`config.mk`:
```
export PLATFORM = sky130hd
export DESIGN_NAME = afe_power_clock_config_regs
export DESIGN_NICKNAME = d
export VERILOG_FILES = /design/src/core/afe_cfg_pkg.sv /design/src/core/clk_div_decode.sv /design/src/core/dac_gain_decode.sv /design/src/core/afe_power_clock_config_regs.sv
export SDC_FILE = /design/constraint.sdc
export NUM_CORES = 1
export LEC_CHECK = 0
export BUFFER_PORTS_ARGS = -buffer_cell sky130_fd_sc_hd__buf_4
export CORE_UTILIZATION = 38
export CTS_CLUSTER_DIAMETER = 150
export DETAILED_ROUTE_END_ITERATION = 16
export PLACE_DENSITY = 0.63
export SKIP_LAST_GASP = 1
export SLEW_MARGIN = 20
export SYNTH_ARGS = -nofsm -noshare
export SYNTH_HDL_FRONTEND = slang
export SYNTH_HIERARCHICAL = 1
export SYNTH_SLANG_ARGS = --single-unit
```
`constraint.sdc`:
```
create_clock -name clk -period 2.5 [get_ports clk]
set_clock_uncertainty 0.1 [all_clocks]
set_input_delay 0.25 -clock clk [delete_from_list [all_inputs] [get_ports clk]]
set_output_delay 0.25 -clock clk [all_outputs]
set_load 0.02 [all_outputs]
```
`src/core/afe_cfg_pkg.sv`:
```
// Purpose: constants for the front end power and clock configuration bank
// Assumes: 8-bit registers, byte-wide register port with 10-bit address
// Notes:   all registers reset to zero
package afe_cfg_pkg;
  // ==========================================================
  // offsets
  localparam logic [9:0] DCC_B_OFF    = 10'h0DB;
  localparam logic [9:0] DCC_A_OFF    = 10'h0F2;
  localparam logic [9:0] PWR_OFF      = 10'h208;
  localparam logic [9:0] TRI_OFF      = 10'h209;
  localparam logic [9:0] IFC_OFF      = 10'h20A;
  localparam logic [9:0] FGAIN_B_OFF  = 10'h237;
  localparam logic [9:0] FGAIN_A_OFF  = 10'h238;
  localparam logic [9:0] CGAIN_OFF    = 10'h239;
  localparam logic [9:0] CLKDIV_OFF   = 10'h23C;
  localparam logic [9:0] PLL_OFF      = 10'h23D;
  localparam logic [9:0] PDSRC_OFF    = 10'h207;
  localparam logic [9:0] RXOVR_OFF    = 10'h33A;
  localparam logic [7:0] REG_RESET    = 8'h00;
  // ==========================================================
  // field positions
  localparam int PWR_TXA_BIT  = 7;
  localparam int PWR_TXB_BIT  = 6;
  localparam int PWR_RXA_BIT  = 5;
  localparam int PWR_RXB_BIT  = 4;
  localparam int PWR_LPC_BIT  = 3;
  localparam int PWR_SGL_BIT  = 2;
  localparam int PDSRC_BIT    = 7;
  localparam int RXOVR_BIT    = 7;
  localparam int TRI_CDAT_BIT = 0;
  localparam int TRI_CCLK_BIT = 1;
  localparam int TRI_LCLK_BIT = 4;
  localparam int TRI_LCHA_BIT = 5;
  localparam int TRI_LCHB_BIT = 6;
  localparam int IFC_SE_BIT   = 5;
  localparam int IFC_LTX_BIT  = 3;
  localparam int IFC_LRX_BIT  = 2;
  localparam int PLL_EN_BIT   = 7;
  localparam int PLL_X4_BIT   = 0;
  localparam int DCC_B_BIT    = 0;
  localparam int DCC_A_BIT    = 3;
  // ==========================================================
  // serial-out pin functions
  typedef enum logic [1:0] {
    SDO_FLOAT  = 2'h0,
    SDO_ANALOG = 2'h1,
    SDO_DOUT   = 2'h2,
    SDO_DIN    = 2'h3
  } sdo_func_t;
endpackage

```
`src/core/clk_div_decode.sv`:
```
// Purpose: decodes a two-bit clock divider code to a division ratio
// Assumes: shared encoding for converter clock dividers
// Notes:   ratio is given as log2 of the factor
`timescale 1ns/1ps
module clk_div_decode
  import afe_cfg_pkg::*;
(
  input  wire logic [1:0] code,
  output wire logic [1:0] log2_ratio
);
  // 00 none, 01 by two, 10 by four, 11 by two
  assign log2_ratio = (code == 2'h2) ? 2'h2 :
                      (code == 2'h0) ? 2'h0 : 2'h1;
endmodule

```
`src/core/dac_gain_decode.sv`:
```
// Purpose: turns fine and coarse gain codes into scale figures
// Assumes: fine code two's complement, coarse code inverted sixteenths
// Notes:   outputs are plain combinational decodes
`timescale 1ns/1ps
module dac_gain_decode
  import afe_cfg_pkg::*;
(
  input  wire logic [7:0] fine_code,
  input  wire logic [3:0] coarse_code,
  output wire logic signed [7:0] fine_offset,
  output wire logic [4:0] coarse_sixteenths
);
  // signed trim: 127 near +4 percent, 128 near -4 percent
  assign fine_offset = $signed(fine_code);
  // output current is (16-k)/16 of full scale
  assign coarse_sixteenths = 5'h10 - {1'b0, coarse_code};
endmodule

```
`src/core/afe_power_clock_config_regs.sv`:
```
// Purpose: power, interface and clock configuration register bank
// Assumes: one clock, synchronous active-low reset, plain register port
// Notes:   read data stands one cycle after the read strobe
// ==========================================================
// What this block does
// - bits 7..4 of 0x208 power down tx A, tx B, rx A, rx B separately
// - source select low routes bit to the pin, high applies it directly
// - with source select clear, the power-down pin is the master control
// - single-channel bit powers down A converters, keeps B, forces SDR
// - 0x209 bits three-state named rx output buffers for half duplex
// - single-ended clock: dac from negative, adc from positive input
// - interfaces default CMOS; 0x20A bit 3 makes tx input LVDS
// - 0x20A bit 2 makes rx output LVDS; software sets rx override too
// - serial-out field selects float, analog test, output or input
// - fine gain codes are two's complement trims of full scale
// - coarse code k gives (16-k)/16 of full scale
// - adc divider: 00 none, 01 by two, 10 by four, 11 by two
// - dac divider uses the same encoding as the adc divider
// - 0x23D bit 7 enables the clock multiplier pll
// - pll select bit set means times four, clear times two
// - dcc enables: 0xDB bit 0 channel B, 0xF2 bit 3 channel A
//
// Local design decision: the address-and-strobe port.
`timescale 1ns/1ps
module afe_power_clock_config_regs
  import afe_cfg_pkg::*;
(
  input  wire logic              clk,
  input  wire logic              reset_n,
  input  wire logic              clk_en,
  input  wire logic [9:0]        addr,
  input  wire logic [7:0]        wdata,
  input  wire logic              wr_stb,
  input  wire logic              rd_stb,
  output logic      [7:0]        rdata,
  input  wire logic              powerdown_pin,
  output logic                   tx_chan_a_off,
  output logic                   tx_chan_b_off,
  output logic                   rx_chan_a_off,
  output logic                   rx_chan_b_off,
  output logic                   low_power_rx_cmos,
  output logic                   rx_sdr_forced,
  output logic                   cmos_data_tristate,
  output logic                   cmos_clock_tristate,
  output logic                   lvds_clock_tristate,
  output logic                   lvds_chan_a_tristate,
  output logic                   lvds_chan_b_tristate,
  output logic                   single_ended_clock_sel,
  output logic                   dac_clk_from_negative,
  output logic                   diff_clock_buffer_on,
  output logic                   tx_lvds_mode,
  output logic                   rx_lvds_mode,
  output logic                   rx_master_override,
  output sdo_func_t              serial_out_pin_function,
  output logic                   sdo_drive_en,
  output logic                   sdo_input_en,
  output logic signed [7:0]      dac_a_fine_offset,
  output logic signed [7:0]      dac_b_fine_offset,
  output logic      [4:0]        dac_a_coarse_sixteenths,
  output logic      [4:0]        dac_b_coarse_sixteenths,
  output logic      [1:0]        cmos_drive_strength,
  output logic      [1:0]        adc_div_log2,
  output logic      [1:0]        dac_div_log2,
  output logic                   pll_enable,
  output logic                   pll_times_four_select,
  output logic      [1:0]        pll_range_select,
  output logic                   duty_correct_chan_a_on,
  output logic                   duty_correct_chan_b_on
);
  // ==========================================================
  // storage
  logic [7:0] pdsrc_reg, pwr_reg, tri_reg, ifc_reg, fga_reg, fgb_reg;
  logic [7:0] cg_reg, div_reg, pll_reg, dcca_reg, dccb_reg, ovr_reg;
  logic [7:0] rdata_reg, rdata_next;
  logic       pin_meta_reg, pin_sync_reg;
  logic       pd_src_reg;

  function automatic logic hit(input logic [9:0] a, input logic [9:0] off);
    hit = (a == off);
  endfunction

  wire we = clk_en && wr_stb;

  // ==========================================================
  // writes; reset zeroes every register
  always_ff @(posedge clk) begin
    if (!reset_n) begin
      pdsrc_reg <= REG_RESET;
      pwr_reg   <= REG_RESET;
      tri_reg   <= REG_RESET;
      ifc_reg   <= REG_RESET;
      fga_reg   <= REG_RESET;
      fgb_reg   <= REG_RESET;
      cg_reg    <= REG_RESET;
      div_reg   <= REG_RESET;
      pll_reg   <= REG_RESET;
      dcca_reg  <= REG_RESET;
      dccb_reg  <= REG_RESET;
      ovr_reg   <= REG_RESET;
    end else if (we) begin
      if (hit(addr, PDSRC_OFF))   pdsrc_reg <= wdata;
      if (hit(addr, PWR_OFF))     pwr_reg   <= wdata;
      if (hit(addr, TRI_OFF))     tri_reg   <= wdata;
      if (hit(addr, IFC_OFF))     ifc_reg   <= wdata;
      if (hit(addr, FGAIN_A_OFF)) fga_reg   <= wdata;
      if (hit(addr, FGAIN_B_OFF)) fgb_reg   <= wdata;
      if (hit(addr, CGAIN_OFF))   cg_reg    <= wdata;
      if (hit(addr, CLKDIV_OFF))  div_reg   <= wdata;
      if (hit(addr, PLL_OFF))     pll_reg   <= wdata;
      if (hit(addr, DCC_A_OFF))   dcca_reg  <= wdata;
      if (hit(addr, DCC_B_OFF))   dccb_reg  <= wdata;
      if (hit(addr, RXOVR_OFF))   ovr_reg   <= wdata;
    end
  end

  // ==========================================================
  // readback: stored value unchanged, unmapped reads zero
  always_comb begin
    rdata_next = 8'h00;
    unique case (addr)
      PDSRC_OFF:   rdata_next = pdsrc_reg;
      PWR_OFF:     rdata_next = pwr_reg;
      TRI_OFF:     rdata_next = tri_reg;
      IFC_OFF:     rdata_next = ifc_reg;
      FGAIN_A_OFF: rdata_next = fga_reg;
      FGAIN_B_OFF: rdata_next = fgb_reg;
      CGAIN_OFF:   rdata_next = cg_reg;
      CLKDIV_OFF:  rdata_next = div_reg;
      PLL_OFF:     rdata_next = pll_reg;
      DCC_A_OFF:   rdata_next = dcca_reg;
      DCC_B_OFF:   rdata_next = dccb_reg;
      RXOVR_OFF:   rdata_next = ovr_reg;
      default:     rdata_next = 8'h00;
    endcase
  end

  // read data held only the cycle after the strobe
  always_ff @(posedge clk) begin
    if (!reset_n)    rdata_reg <= 8'h00;
    else if (clk_en) rdata_reg <= rd_stb ? rdata_next : 8'h00;
  end
  assign rdata = rdata_reg;

  // ==========================================================
  // power-down pin crosses in through two flops
  always_ff @(posedge clk) begin
    if (!reset_n) begin
      pin_meta_reg <= 1'b0;
      pin_sync_reg <= 1'b0;
      pd_src_reg   <= 1'b0;
    end else if (clk_en) begin
      pin_meta_reg <= powerdown_pin;
      pin_sync_reg <= pin_meta_reg;
      pd_src_reg   <= pdsrc_reg[PDSRC_BIT];
    end
  end

  // select high: bit acts directly; low: pin is master, bit arms it
  wire pd_gate = pd_src_reg ? 1'b1 : pin_sync_reg;
  wire single  = pwr_reg[PWR_SGL_BIT];

  assign tx_chan_a_off = (pwr_reg[PWR_TXA_BIT] & pd_gate) | single;
  assign tx_chan_b_off = pwr_reg[PWR_TXB_BIT] & pd_gate;
  assign rx_chan_a_off = (pwr_reg[PWR_RXA_BIT] & pd_gate) | single;
  assign rx_chan_b_off = pwr_reg[PWR_RXB_BIT] & pd_gate;
  assign rx_sdr_forced = single;
  // honoured as written; only meaningful for CMOS below 40 MSPS
  assign low_power_rx_cmos = pwr_reg[PWR_LPC_BIT];

  // ==========================================================
  // output buffer three-state controls
  assign cmos_data_tristate   = tri_reg[TRI_CDAT_BIT];
  assign cmos_clock_tristate  = tri_reg[TRI_CCLK_BIT];
  assign lvds_clock_tristate  = tri_reg[TRI_LCLK_BIT];
  assign lvds_chan_a_tristate = tri_reg[TRI_LCHA_BIT];
  assign lvds_chan_b_tristate = tri_reg[TRI_LCHB_BIT];

  // ==========================================================
  // clock input and interface selection
  assign single_ended_clock_sel = ifc_reg[IFC_SE_BIT];
  assign dac_clk_from_negative  = ifc_reg[IFC_SE_BIT];
  assign diff_clock_buffer_on   = ~ifc_reg[IFC_SE_BIT];
  assign tx_lvds_mode           = ifc_reg[IFC_LTX_BIT];
  assign rx_lvds_mode           = ifc_reg[IFC_LRX_BIT];
  // full LVDS setup also needs this override written
  assign rx_master_override     = ovr_reg[RXOVR_BIT];
  assign serial_out_pin_function = sdo_func_t'(ifc_reg[1:0]);
  assign sdo_drive_en = (ifc_reg[1:0] == SDO_DOUT);
  assign sdo_input_en = (ifc_reg[1:0] == SDO_DIN);

  // ==========================================================
  // dac gain decoding
  dac_gain_decode u_gain_a (
    .fine_code         (fga_reg),
    .coarse_code       (cg_reg[7:4]),
    .fine_offset       (dac_a_fine_offset),
    .coarse_sixteenths (dac_a_coarse_sixteenths)
  );
  dac_gain_decode u_gain_b (
    .fine_code         (fgb_reg),
    .coarse_code       (cg_reg[3:0]),
    .fine_offset       (dac_b_fine_offset),
    .coarse_sixteenths (dac_b_coarse_sixteenths)
  );

  // ==========================================================
  // clocking
  // strength is software's call; raises SNR risk above 90 MSPS
  assign cmos_drive_strength = div_reg[7:6];
  clk_div_decode u_div_adc (
    .code       (div_reg[4:3]),
    .log2_ratio (adc_div_log2)
  );
  clk_div_decode u_div_dac (
    .code       (div_reg[2:1]),
    .log2_ratio (dac_div_log2)
  );
  assign pll_enable            = pll_reg[PLL_EN_BIT];
  assign pll_times_four_select = pll_reg[PLL_X4_BIT];
  // range is not checked against rate; software must pick it
  assign pll_range_select      = pll_reg[3:2];
  assign duty_correct_chan_b_on = dccb_reg[DCC_B_BIT];
  assign duty_correct_chan_a_on = dcca_reg[DCC_A_BIT];
endmodule

```
==> impl_metrics.env, run 1 <==
export IMPL_yosys_area_top_type="dfxtp_1"
export IMPL_dieArea_mm2=0.0152
export IMPL_synth_top_cell_area_share_pct=38.3
export IMPL_clockBufferDepth=2
export IMPL_htree_levels=3
export IMPL_synth_fp_nets=605
export IMPL_min_delay_path_depth=3
export IMPL_power_density_mw_per_mm2=514
export IMPL_synth_edff_count=0
export IMPL_crit_slowest_cell="or4_1"
export IMPL_worstSkewPairLatency_ps=360
export IMPL_report_final_slew_viol_count=0
export IMPL_routabilityCongestion=0.963
export IMPL_ant_nets=0
export IMPL_drc=0
export IMPL_diodes=0
export IMPL_ys_async_sr_fraction_pct=0
export IMPL_maxCapViolCount=0
export IMPL_chipWidth_um=123
export IMPL_totalWireLength_mm=18.8
export IMPL_cts_tree="done"
export IMPL_fp_dieH_um=123
export IMPL_reg2reg_from="pwr_reg[7]$_SDFFE_PN0P_"
export IMPL_leakage_nw=2.57
export IMPL_slew_limit_headroom_pct=56.4
export IMPL_finalSetupViolCount=0
export IMPL_grt_max_degree=61
export IMPL_muxShareOfSynthArea_pct=20.3
export IMPL_worst_setup_path_end_kind="register"
export IMPL_cp_data_required_time_ps=2650
export IMPL_pin_count=91
export IMPL_rsz0062_at_grt="no"
export IMPL_syn_to_final_growth_pct=21.0
export IMPL_min_from="powerdown_pin"
export IMPL_postLayoutCoreUtil_pct=47.9
export IMPL_fin_tns_setup_ps=0
export IMPL_core_mm2=0.0141
export IMPL_start_kind="input pin"
export IMPL_slowest_delay_ps=670
export IMPL_postCtsHoldBufs=0
export IMPL_min_path_type="in2reg"
export IMPL_nNetsFinal=683
export IMPL_grt_pass1_wl_mm=27.8
export IMPL_status="completed"
export IMPL_hold_violations=0
export IMPL_synth_distinct_cells=59
export IMPL_pre_cts_slack_ps=281
export IMPL_crit_arrival_ps=2030
export IMPL_viasPerCell=5.49
export IMPL_layout_setup_ws_ps=622
export IMPL_grt_overflow=0
export IMPL_clock_fmax_mhz=532
export IMPL_num_rows=43
export IMPL_crit_cells=6
export IMPL_layout_min_cycle_time_ps=1880
export IMPL_rrSetupSlack_ps=760
export IMPL_synth_fa_ha_area_share_pct=0.448
export IMPL_synth_top_family_by_area="simple AND/OR/NAND/NOR gates"
export IMPL_yosys_area_share_simple_pct=24.4
export IMPL_first_pass_iters=5
export IMPL_crit_fanout=8
export IMPL_post_cts_resize_count=0
export IMPL_place_hpwl_mm=14.1
export IMPL_grt_pass1_vias=4410
export IMPL_path_cells="buf_4 > or4_1 > nor2_2 > nand4_2 > mux2i_1 > nor2b_1"
export IMPL_root_buffer="clkbuf_16"
export IMPL_crit_family="simple AND/OR/NAND/NOR gates"
export IMPL_ir_drop_uv=307
export IMPL_cts_setup_buffers=0
export IMPL_syn_area_mm2=0.00559
export IMPL_initial_utilization_pct=39.6
export IMPL_avgSynthCellArea_um2=9.65
export IMPL_synthCells=579
export IMPL_finalCritPeriodShare_pct=75.1
export IMPL_ys_flop_type="dfxtp_1"
export IMPL_wl_per_cell_um=22.3
export IMPL_synth_warnings=6
export IMPL_cts_buffers=9
export IMPL_synth_compound_area_share_pct=9.29
export IMPL_criticalPathCategory="in2reg"
export IMPL_synth_xor_area_share_pct=0.627
export IMPL_vias=4624
export IMPL_portBuffers=90
export IMPL_worst_r2r_endpoint="rdata[7]$_SDFFE_PN0P_"
export IMPL_track_usage_pct=25.6
export IMPL_drt_initial_drc_count=381
export IMPL_synth_seq_cells=107
export IMPL_antenna_found_initial=1
export IMPL_worst_pin_slew_ps=649
export IMPL_rr_worst_depth=7
export IMPL_path_clk_slew_ps=80
export IMPL_layout_drive_gt1_share_pct=26.0
export IMPL_path_buf_inv=1
export IMPL_seq_area_frac_synth_pct=38.3
export IMPL_nFillCells=1334
export IMPL_holdPathEnd="pin_meta_reg$_SDFFE_PN0P_"
export IMPL_synth_top_cells_by_area="dfxtp_1 38%, mux2i_1 20%, nor2b_1 12%"
export IMPL_cts_sinks=107
[report_power, final]
| part | total [mW] | internal, mW | switching [mW] |
|---|---|---|---|
| clock network | 1.53 | 0.829 | 0.706 |
| registers | 1.71 | 1.70 | 0.000974 |
| logic | 0.236 | 0.0845 | 0.152 |
| total | 3.48 | 2.62 | 0.859 |
[stage by stage]
stage / area, µm² / hold WS, ps / std cells / power (mW)
after floorplan: 5590 / 319 / 579 / 1.87
after global placement: 6440 / 384 / 826 / 1.98
after detailed placement: 6440 / 375 / 826 / 1.98
after CTS: 6760 / 61.0 / 842 / 3.51
after global routing: 6760 / 97.8 / 842 / 3.59
final: 6760 / 59.9 / 842 / 3.48
[cell usage after synthesis (all sizes together) (4+ instances only)]
library cell  count
o22ai             4
and2              4
inv               8
nor4              5
buf              34
xnor2             4
nand2b            6
a21oi             9
dfxtp           107
nor2b           110
nand3             6
mux2i           111
o21ai            12
a22oi            21
nand2            23
nor3             22
nor2             17
clkbuf           28
[tightest hold or removal path: cells and delay by family]
family | cells | cell delay (ps)
and+or+nand+nor | 1 | 90
muxes | 1 | 60
buffers and inverters | 1 | 90
[cells by family (layout without fill, tap and decap cells)]
kind of cell	count (synthesis)	after routing
DFF	107	107
AOI/OAI and AO/OA	73	73
muxes	113	113
and+or+nand+nor	210	210
adders and majority gates	2	2
xor gates and xnor gates	4	4
buffers and inverters	70	153
[cell type report]
type	instances	area, µm²	share of cell area (%)
clock buffer	10	239	3.54
clock inverter	6	78.8	1.17
inverter	8	30.0	0.444
multi-input combinational	402	3070	45.5
sequential	107	2140	31.7
tap	180	225	3.33
timing repair buffer	129	968	14.3
[how the worst max path moves through the flow]
stage / from / endpoint / slack [ps]
6_report: addr[5] / pwr_reg[2]$_SDFFE_PN0P_ / 620
5_1_grt: addr[1] / rdata[7]$_SDFFE_PN0P_ / 510
4_1_cts: addr[5] / pwr_reg[2]$_SDFFE_PN0P_ / 650
3_5_place_dp: addr[5] / pwr_reg[0]$_SDFFE_PN0P_ / 280
3_3_place_gp: addr[5] / pwr_reg[4]$_SDFFE_PN0P_ / 310
2_1_floorplan: addr[0] / pdsrc_reg[0]$_SDFFE_PN0P_ / 590
[routing by layer]
layer | GRT usage [%] | wire length, µm
met5 | 0 | 13
met4 | 9.34 | 403
met3 | 4.01 | 917
met2 | 40.3 | 8470
met1 | 35.2 | 9000
[layout by cell type (no fill, tap or decap), drive strengths merged, types with 9 or more instances in the layout]
| cell type | Yosys | layout |
|---|---|---|
| nor2b | 110 | 110 |
| mux2i | 111 | 111 |
| o21ai | 12 | 12 |
| nand2 | 23 | 23 |
| a22oi | 21 | 21 |
| dfxtp | 107 | 107 |
| buf | 34 | 129 |
| a21oi | 9 | 9 |
| nor3 | 22 | 22 |
| clkbuf | 28 | 10 |
| inv | 8 | 12 |
| nor2 | 17 | 17 |
No activity file was read; power rests on OpenSTA's default activity.
==> run 2: changes to the inputs <==
--- a/config.mk
+++ b/config.mk
@@ -5,11 +5,12 @@
 export SDC_FILE = /design/constraint.sdc
 export NUM_CORES = 1
 export LEC_CHECK = 0
+export ABC_AREA = 1
 export BUFFER_PORTS_ARGS = -buffer_cell sky130_fd_sc_hd__buf_4
 export CORE_UTILIZATION = 38
 export CTS_CLUSTER_DIAMETER = 150
 export DETAILED_ROUTE_END_ITERATION = 16
-export PLACE_DENSITY = 0.63
+export PLACE_DENSITY = 0.66
 export SKIP_LAST_GASP = 1
 export SLEW_MARGIN = 20
 export SYNTH_ARGS = -nofsm -noshare
==> constraint.sdc (replaced) <==
create_clock -name clk -period 1.65 [get_ports clk]
set_clock_uncertainty 0.1 [all_clocks]
set_input_delay 0.165 -clock clk [delete_from_list [all_inputs] [get_ports clk]]
set_output_delay 0.165 -clock clk [all_outputs]
set_load 0.02 [all_outputs]
==> impl_metrics.env, run 2 <==
export IMPL_synth_top_cell_area_share_pct=40.3
export IMPL_final_area_mm2=0.00660
export IMPL_cts_buffers=9
export IMPL_ir_drop_uv=459
export IMPL_fin_tns_setup_ps=0
export IMPL_multi_input_area_mm2=0.00248
export IMPL_synth_top_cells_by_area="dfxtp_1 40%, nand2_1 10%, a21oi_1 8.5%"
export IMPL_portBuffers=90
export IMPL_syn_area_mm2=0.00532
export IMPL_mostFrequentLayoutCells="143 x nand2_1, 128 x buf_4, 103 x dfxtp_1"
export IMPL_grt_overflow=0
export IMPL_layout_min_cycle_time_ps=1560
export IMPL_cts_sinks=107
export IMPL_synthTopCellsByCount="143 x nand2_1, 107 x dfxtp_1, 94 x inv_1"
export IMPL_first_pass_iters=5
export IMPL_report_final_slew_viol_count=0
export IMPL_cts_setup_buffers=0
export IMPL_avgSynthCellArea_um2=6.89
export IMPL_ys_flop_type="dfxtp_1"
export IMPL_initial_utilization_pct=39.6
export IMPL_place_hpwl_mm=12.4
export IMPL_vias=5229
export IMPL_power_density_mw_per_mm2=753
export IMPL_maxCapViolCount=0
export IMPL_seq_area_frac_synth_pct=40.3
export IMPL_pin_count=91
export IMPL_worst_pin_slew_ps=436
export IMPL_nFillCells=1383
export IMPL_drc=0
export IMPL_final_common_cell="nand2_1"
export IMPL_start_kind="input pin"
export IMPL_finalCritPeriodShare_pct=94.4
export IMPL_grt_max_degree=51
export IMPL_diodes=0
export IMPL_slew_limit_headroom_pct=70.9
export IMPL_synth_warnings=6
export IMPL_synth_distinct_cells=23
export IMPL_root_buffer="clkbuf_16"
export IMPL_clock_fmax_mhz=642
export IMPL_yosys_area_top_type="dfxtp_1"
export IMPL_ys_async_sr_fraction_pct=0
export IMPL_min_path_type="in2reg"
export IMPL_criticalPathCategory="in2reg"
export IMPL_core_mm2=0.0135
export IMPL_nNetsFinal=891
export IMPL_finalSetupViolCount=0
export IMPL_hold_violations=0
export IMPL_path_clk_slew_ps=70
export IMPL_chipWidth_um=120
export IMPL_routabilityCongestion=0.927
export IMPL_antenna_found_initial=0
export IMPL_crit_arrival_ps=1690
export IMPL_grt_pass1_vias=4751
export IMPL_ant_nets=0
export IMPL_crit_fanout=8
export IMPL_clockBufferDepth=2
export IMPL_worstSkewPairLatency_ps=360
export IMPL_totalWireLength_mm=16.7
export IMPL_synth_edff_count=0
export IMPL_synthCells=772
export IMPL_cp_data_required_time_ps=1790
export IMPL_dpl_cell_area_mm2=0.00628
export IMPL_dieArea_mm2=0.0145
export IMPL_grt_pass1_wl_mm=25.9
export IMPL_layout_drive_gt1_share_pct=21.6
export IMPL_fp_dieH_um=120
export IMPL_viasPerCell=5.00
export IMPL_track_usage_pct=23.7
export IMPL_yosysMostFrequentCell="nand2_1"
export IMPL_worst_setup_path_end_kind="register"
export IMPL_drt_initial_drc_count=461
export IMPL_wl_per_cell_um=16.0
export IMPL_synth_fp_nets=798
export IMPL_leakage_nw=2.86
export IMPL_syn_to_final_growth_pct=24.0
export IMPL_htree_levels=3
export IMPL_num_rows=42
export IMPL_cts_tree="done"
export IMPL_register_area_mm2=0.00215
export IMPL_status="completed"
export IMPL_synth_seq_cells=107
-- run 2: cell count changes after synthesis, moves of 47 or more --
cell	delta
a21oi_1	+81
nor2_1	+47
o21ai_0	+73
nand3_1	+61
mux2i_1	-111
nand2_1	+121
inv_1	+87
nor2b_1	-110
-- run 2: per-layer routing --
metal / share of wire [%] / global-route usage [%]
met5: 0 / 0
met4: 1.4 / 6.94
met3: 6.3 / 4.86
met2: 46 / 37.6
met1: 47 / 32.4
-- run 2: worst paths after layout --
kind | startpoint | to | slack [ps] | depth (start not counted)
setup / recovery | clk_en | pwr_reg[3]$_SDFFE_PN0P_ | 90 | 8
hold / removal | wdata[0] | ifc_reg[0]$_SDFFE_PN0P_ | 70 | 3
setup reg to reg | div_reg[3]$_SDFFE_PN0P_ | rdata[3]$_SDFFE_PN0P_ | 520 | 6
hold reg to reg | pdsrc_reg[4]$_SDFFE_PN0P_ | pdsrc_reg[4]$_SDFFE_PN0P_ | 350 | 2
-- run 2: final cells by class --
type | instances | area share (%)
multi-input combinational | 509 | 37.7
sequential | 107 | 32.5
timing repair buffer | 135 | 16.4
inverter | 103 | 5.90
clock buffer | 11 | 3.68
tap | 176 | 3.34
clock inverter | 4 | 0.493
-- run 2: timing repair --
item	CTS	global route
endpoints found under the setup margin	0	20
resized for setup	0	8
hold buffers	2	0
endpoints found under the hold margin	2	0
-- run 2: report_power, final --
group	switching [mW]	leakage, nW	internal (mW)
clock	0.980	0.129	1.07
sequential	0.00296	0.864	2.59
combinational	0.223	1.86	0.111
total	1.21	2.86	3.76
-- run 2: metrics by stage --
| step | power, mW | hold WS [ps] | worst slack [ps] | std cells | util [%] |
|---|---|---|---|---|---|
| after floorplan | 2.80 | 159 | 236 | 772 | - |
| after global placement | 2.97 | 291 | -82.6 | 1028 | 46.7 |
| after detailed placement | 2.97 | 305 | -75.0 | 1028 | 46.7 |
| after CTS | 5.00 | 67.1 | 9.48 | 1045 | 48.9 |
| after global routing | 5.14 | 68.1 | -15.2 | 1045 | 49.0 |
| final | 4.97 | 70.9 | 92.7 | 1045 | 49.0 |
-- run 2: critical path, stage by stage --
cell           delay (ps)
dlygate4sd3_1         520
buf_4                 140
nand2_1               110
inv_4                 180
nand2_1               150
buf_4                 170
o21ai_0               180
a21oi_1                60
-- run 2: logic make-up after synthesis --
logic type	after synthesis	share of synthesized area, %
AND/OR/NAND/NOR	311	26.6
AO/OA/AOI/OAI	194	19.0
buffers and inverters	156	13.3
flip-flops	107	40.3
XOR/XNOR	2	0.329
adder cells (fa/ha/maj)	2	0.470
==> run 3: changes to the inputs <==
--- a/config.mk
+++ b/config.mk
@@ -15,5 +15,4 @@
 export SLEW_MARGIN = 20
 export SYNTH_ARGS = -nofsm -noshare
 export SYNTH_HDL_FRONTEND = slang
-export SYNTH_HIERARCHICAL = 1
 export SYNTH_SLANG_ARGS = --single-unit
==> impl_metrics.env, run 3 <==
export IMPL_wl_per_cell_um=16.2
export IMPL_cts_setup_buffers=0
export IMPL_power_mw=5.15
export IMPL_nFillCells=1394
export IMPL_start_kind="register"
export IMPL_grt_pass1_vias=4491
export IMPL_grt_max_degree=58
export IMPL_clockBufferDepth=2
export IMPL_postLayoutCoreUtil_pct=48.5
export IMPL_report_final_slew_viol_count=0
export IMPL_seq_area_frac_synth_pct=40.8
export IMPL_routabilityCongestion=0.845
export IMPL_chipWidth_um=120
export IMPL_synth_top_cells_by_area="dfxtp_1 41%, a21oi_1 8.5%, nand3_1 8.5%"
export IMPL_synthCells=733
export IMPL_final_area_mm2=0.00647
export IMPL_core_mm2=0.0133
export IMPL_multi_input_area_mm2=0.00246
export IMPL_synth_fp_nets=759
export IMPL_totalWireLength_mm=16.2
export IMPL_layout_drive_gt1_share_pct=21.1
export IMPL_register_area_mm2=0.00214
export IMPL_portBuffers=90
export IMPL_drt_initial_drc_count=537
export IMPL_first_pass_iters=5
export IMPL_whs_ps=32.3
export IMPL_cts_buffers=9
export IMPL_status="completed"
export IMPL_htree_levels=3
export IMPL_ir_drop_uv=696
export IMPL_synth_edff_count=0
export IMPL_ys_flop_type="dfxtp_1"
export IMPL_worstSkewPairLatency_ps=350
export IMPL_yosysMostFrequentCell="dfxtp_1"
export IMPL_crit_fanout=3
export IMPL_maxCapViolCount=0
export IMPL_power_density_mw_per_mm2=796
export IMPL_antenna_found_initial=0
export IMPL_synth_top_cell_area_share_pct=40.8
export IMPL_num_rows=42
export IMPL_initial_utilization_pct=39.3
export IMPL_mostFrequentLayoutCells="125 x buf_4, 105 x dfxtp_1, 89 x nand3_1, 89 x a21oi_1, 86 x inv_1"
export IMPL_diodes=0
export IMPL_pin_count=91
export IMPL_cts_tree="done"
export IMPL_criticalPathCategory="reg2out"
export IMPL_ys_async_sr_fraction_pct=0
export IMPL_track_usage_pct=22.9
export IMPL_slew_limit_headroom_pct=70.9
export IMPL_synth_seq_cells=107
export IMPL_leakage_nw=2.84
export IMPL_dieArea_mm2=0.0143
export IMPL_root_buffer="clkbuf_16"
export IMPL_hold_violations=0
export IMPL_yosys_area_top_type="dfxtp_1"
export IMPL_viasPerCell=5.13
export IMPL_synth_warnings=0
export IMPL_vias=5124
export IMPL_place_hpwl_mm=11.6
export IMPL_path_clk_slew_ps=70
export IMPL_min_path_type="in2reg"
export IMPL_crit_arrival_ps=1300
export IMPL_syn_to_final_growth_pct=23.3
export IMPL_nNetsFinal=844
export IMPL_dpl_cell_area_mm2=0.00616
export IMPL_clock_fmax_mhz=641
export IMPL_finalSetupViolCount=0
export IMPL_worst_setup_path_end_kind="primary output"
export IMPL_layout_min_cycle_time_ps=1560
export IMPL_grt_overflow=0
export IMPL_avgSynthCellArea_um2=7.16
export IMPL_cp_data_required_time_ps=1380
export IMPL_rsz0062_at_grt="no"
export IMPL_drc=0
export IMPL_grt_pass1_wl_mm=24.8
export IMPL_synthTopCellsByCount="107 x dfxtp_1, 89 x a21oi_1, 89 x nand3_1"
export IMPL_synth_distinct_cells=28
export IMPL_finalCritPeriodShare_pct=94.6
export IMPL_cts_sinks=107
export IMPL_fp_dieH_um=120
export IMPL_final_common_cell="buf_4"
export IMPL_worst_pin_slew_ps=435
export IMPL_ant_nets=0
export IMPL_syn_area_mm2=0.00525
==> run 3: logic make-up (layout without fill, tap and decap cells) <==
family / after synthesis / count (layout) / share of synthesized area (%)
and+or+nand+nor: 280 / 280 / 26.9
AOI/OAI and AO/OA: 190 / 190 / 18.9
buffers and inverters: 150 / 240 / 12.3
DFF: 107 / 107 / 40.8
xor gates and xnor gates: 4 / 4 / 0.668
adders and majority gates: 2 / 2 / 0.477
==> run 3: through the flow <==
stage	setup WS, ps	setup TNS [ps]	instances
after floorplan	162	0	733
after global placement	-29.9	-294	982
after detailed placement	-67.3	-695	982
after CTS	37.2	0	999
after global routing	14.8	0	999
final	88.8	0	999
==> run 3: worst paths after layout <==
kind / start / to / slack, ps / cells past startpoint
hold / removal: rd_stb / rdata[2]$_SDFFE_PN0P_ / 30 / 3
hold reg to reg: dcca_reg[4]$_SDFFE_PN0P_ / dcca_reg[4]$_SDFFE_PN0P_ / 350 / 2
setup reg to reg: ifc_reg[0]$_SDFFE_PN0P_ / rdata[0]$_SDFFE_PN0P_ / 470 / 6
setup / recovery: cg_reg[0]$_SDFFE_PN0P_ / dac_b_coarse_sixteenths[2] / 90 / 4
==> run 3: final cells by class <==
| cell class | count | share of cell area, % |
|---|---|---|
| clock buffer | 12 | 3.81 |
| clock inverter | 4 | 0.754 |
| multi-input combinational | 476 | 38.0 |
| sequential | 107 | 33.1 |
| inverter | 96 | 5.57 |
| tap | 176 | 3.40 |
| timing repair buffer | 128 | 15.3 |
==> run 3: per-layer routing <==
metal / share of wire (%) / routed length, µm / track usage (%) / vias to the layer above
li1: - / - / - / 2614
met4: 2.4 / 389 / 8.59 / 0
met3: 5.4 / 881 / 3.75 / 24
met5: 0 / 0 / 0 / -
met2: 46 / 7390 / 35.9 / 176
met1: 47 / 7550 / 31.4 / 2310
==> run 3: critical path: stages (launching register included) <==
cell and delay [ps]:
dfxtp_2 350, inv_1 70, ha_1 220, xnor2_1 150, buf_4 160
==> run 3: timing repair <==
| item | 4_1_cts | 5_1_grt |
|---|---|---|
| hold buffers | 1 | 0 |
| setup endpoints to repair | 0 | 2 |
| endpoints found under the hold margin | 1 | 0 |
| resized for setup | 0 | 2 |
==> run 3: report_power, final <==
group          switching, mW  internal [mW]  leakage, nW
Combinational          0.252          0.110         1.83
Clock                  0.978           1.22        0.147
Sequential           0.00276           2.59        0.863
Total                   1.23           3.92         2.84
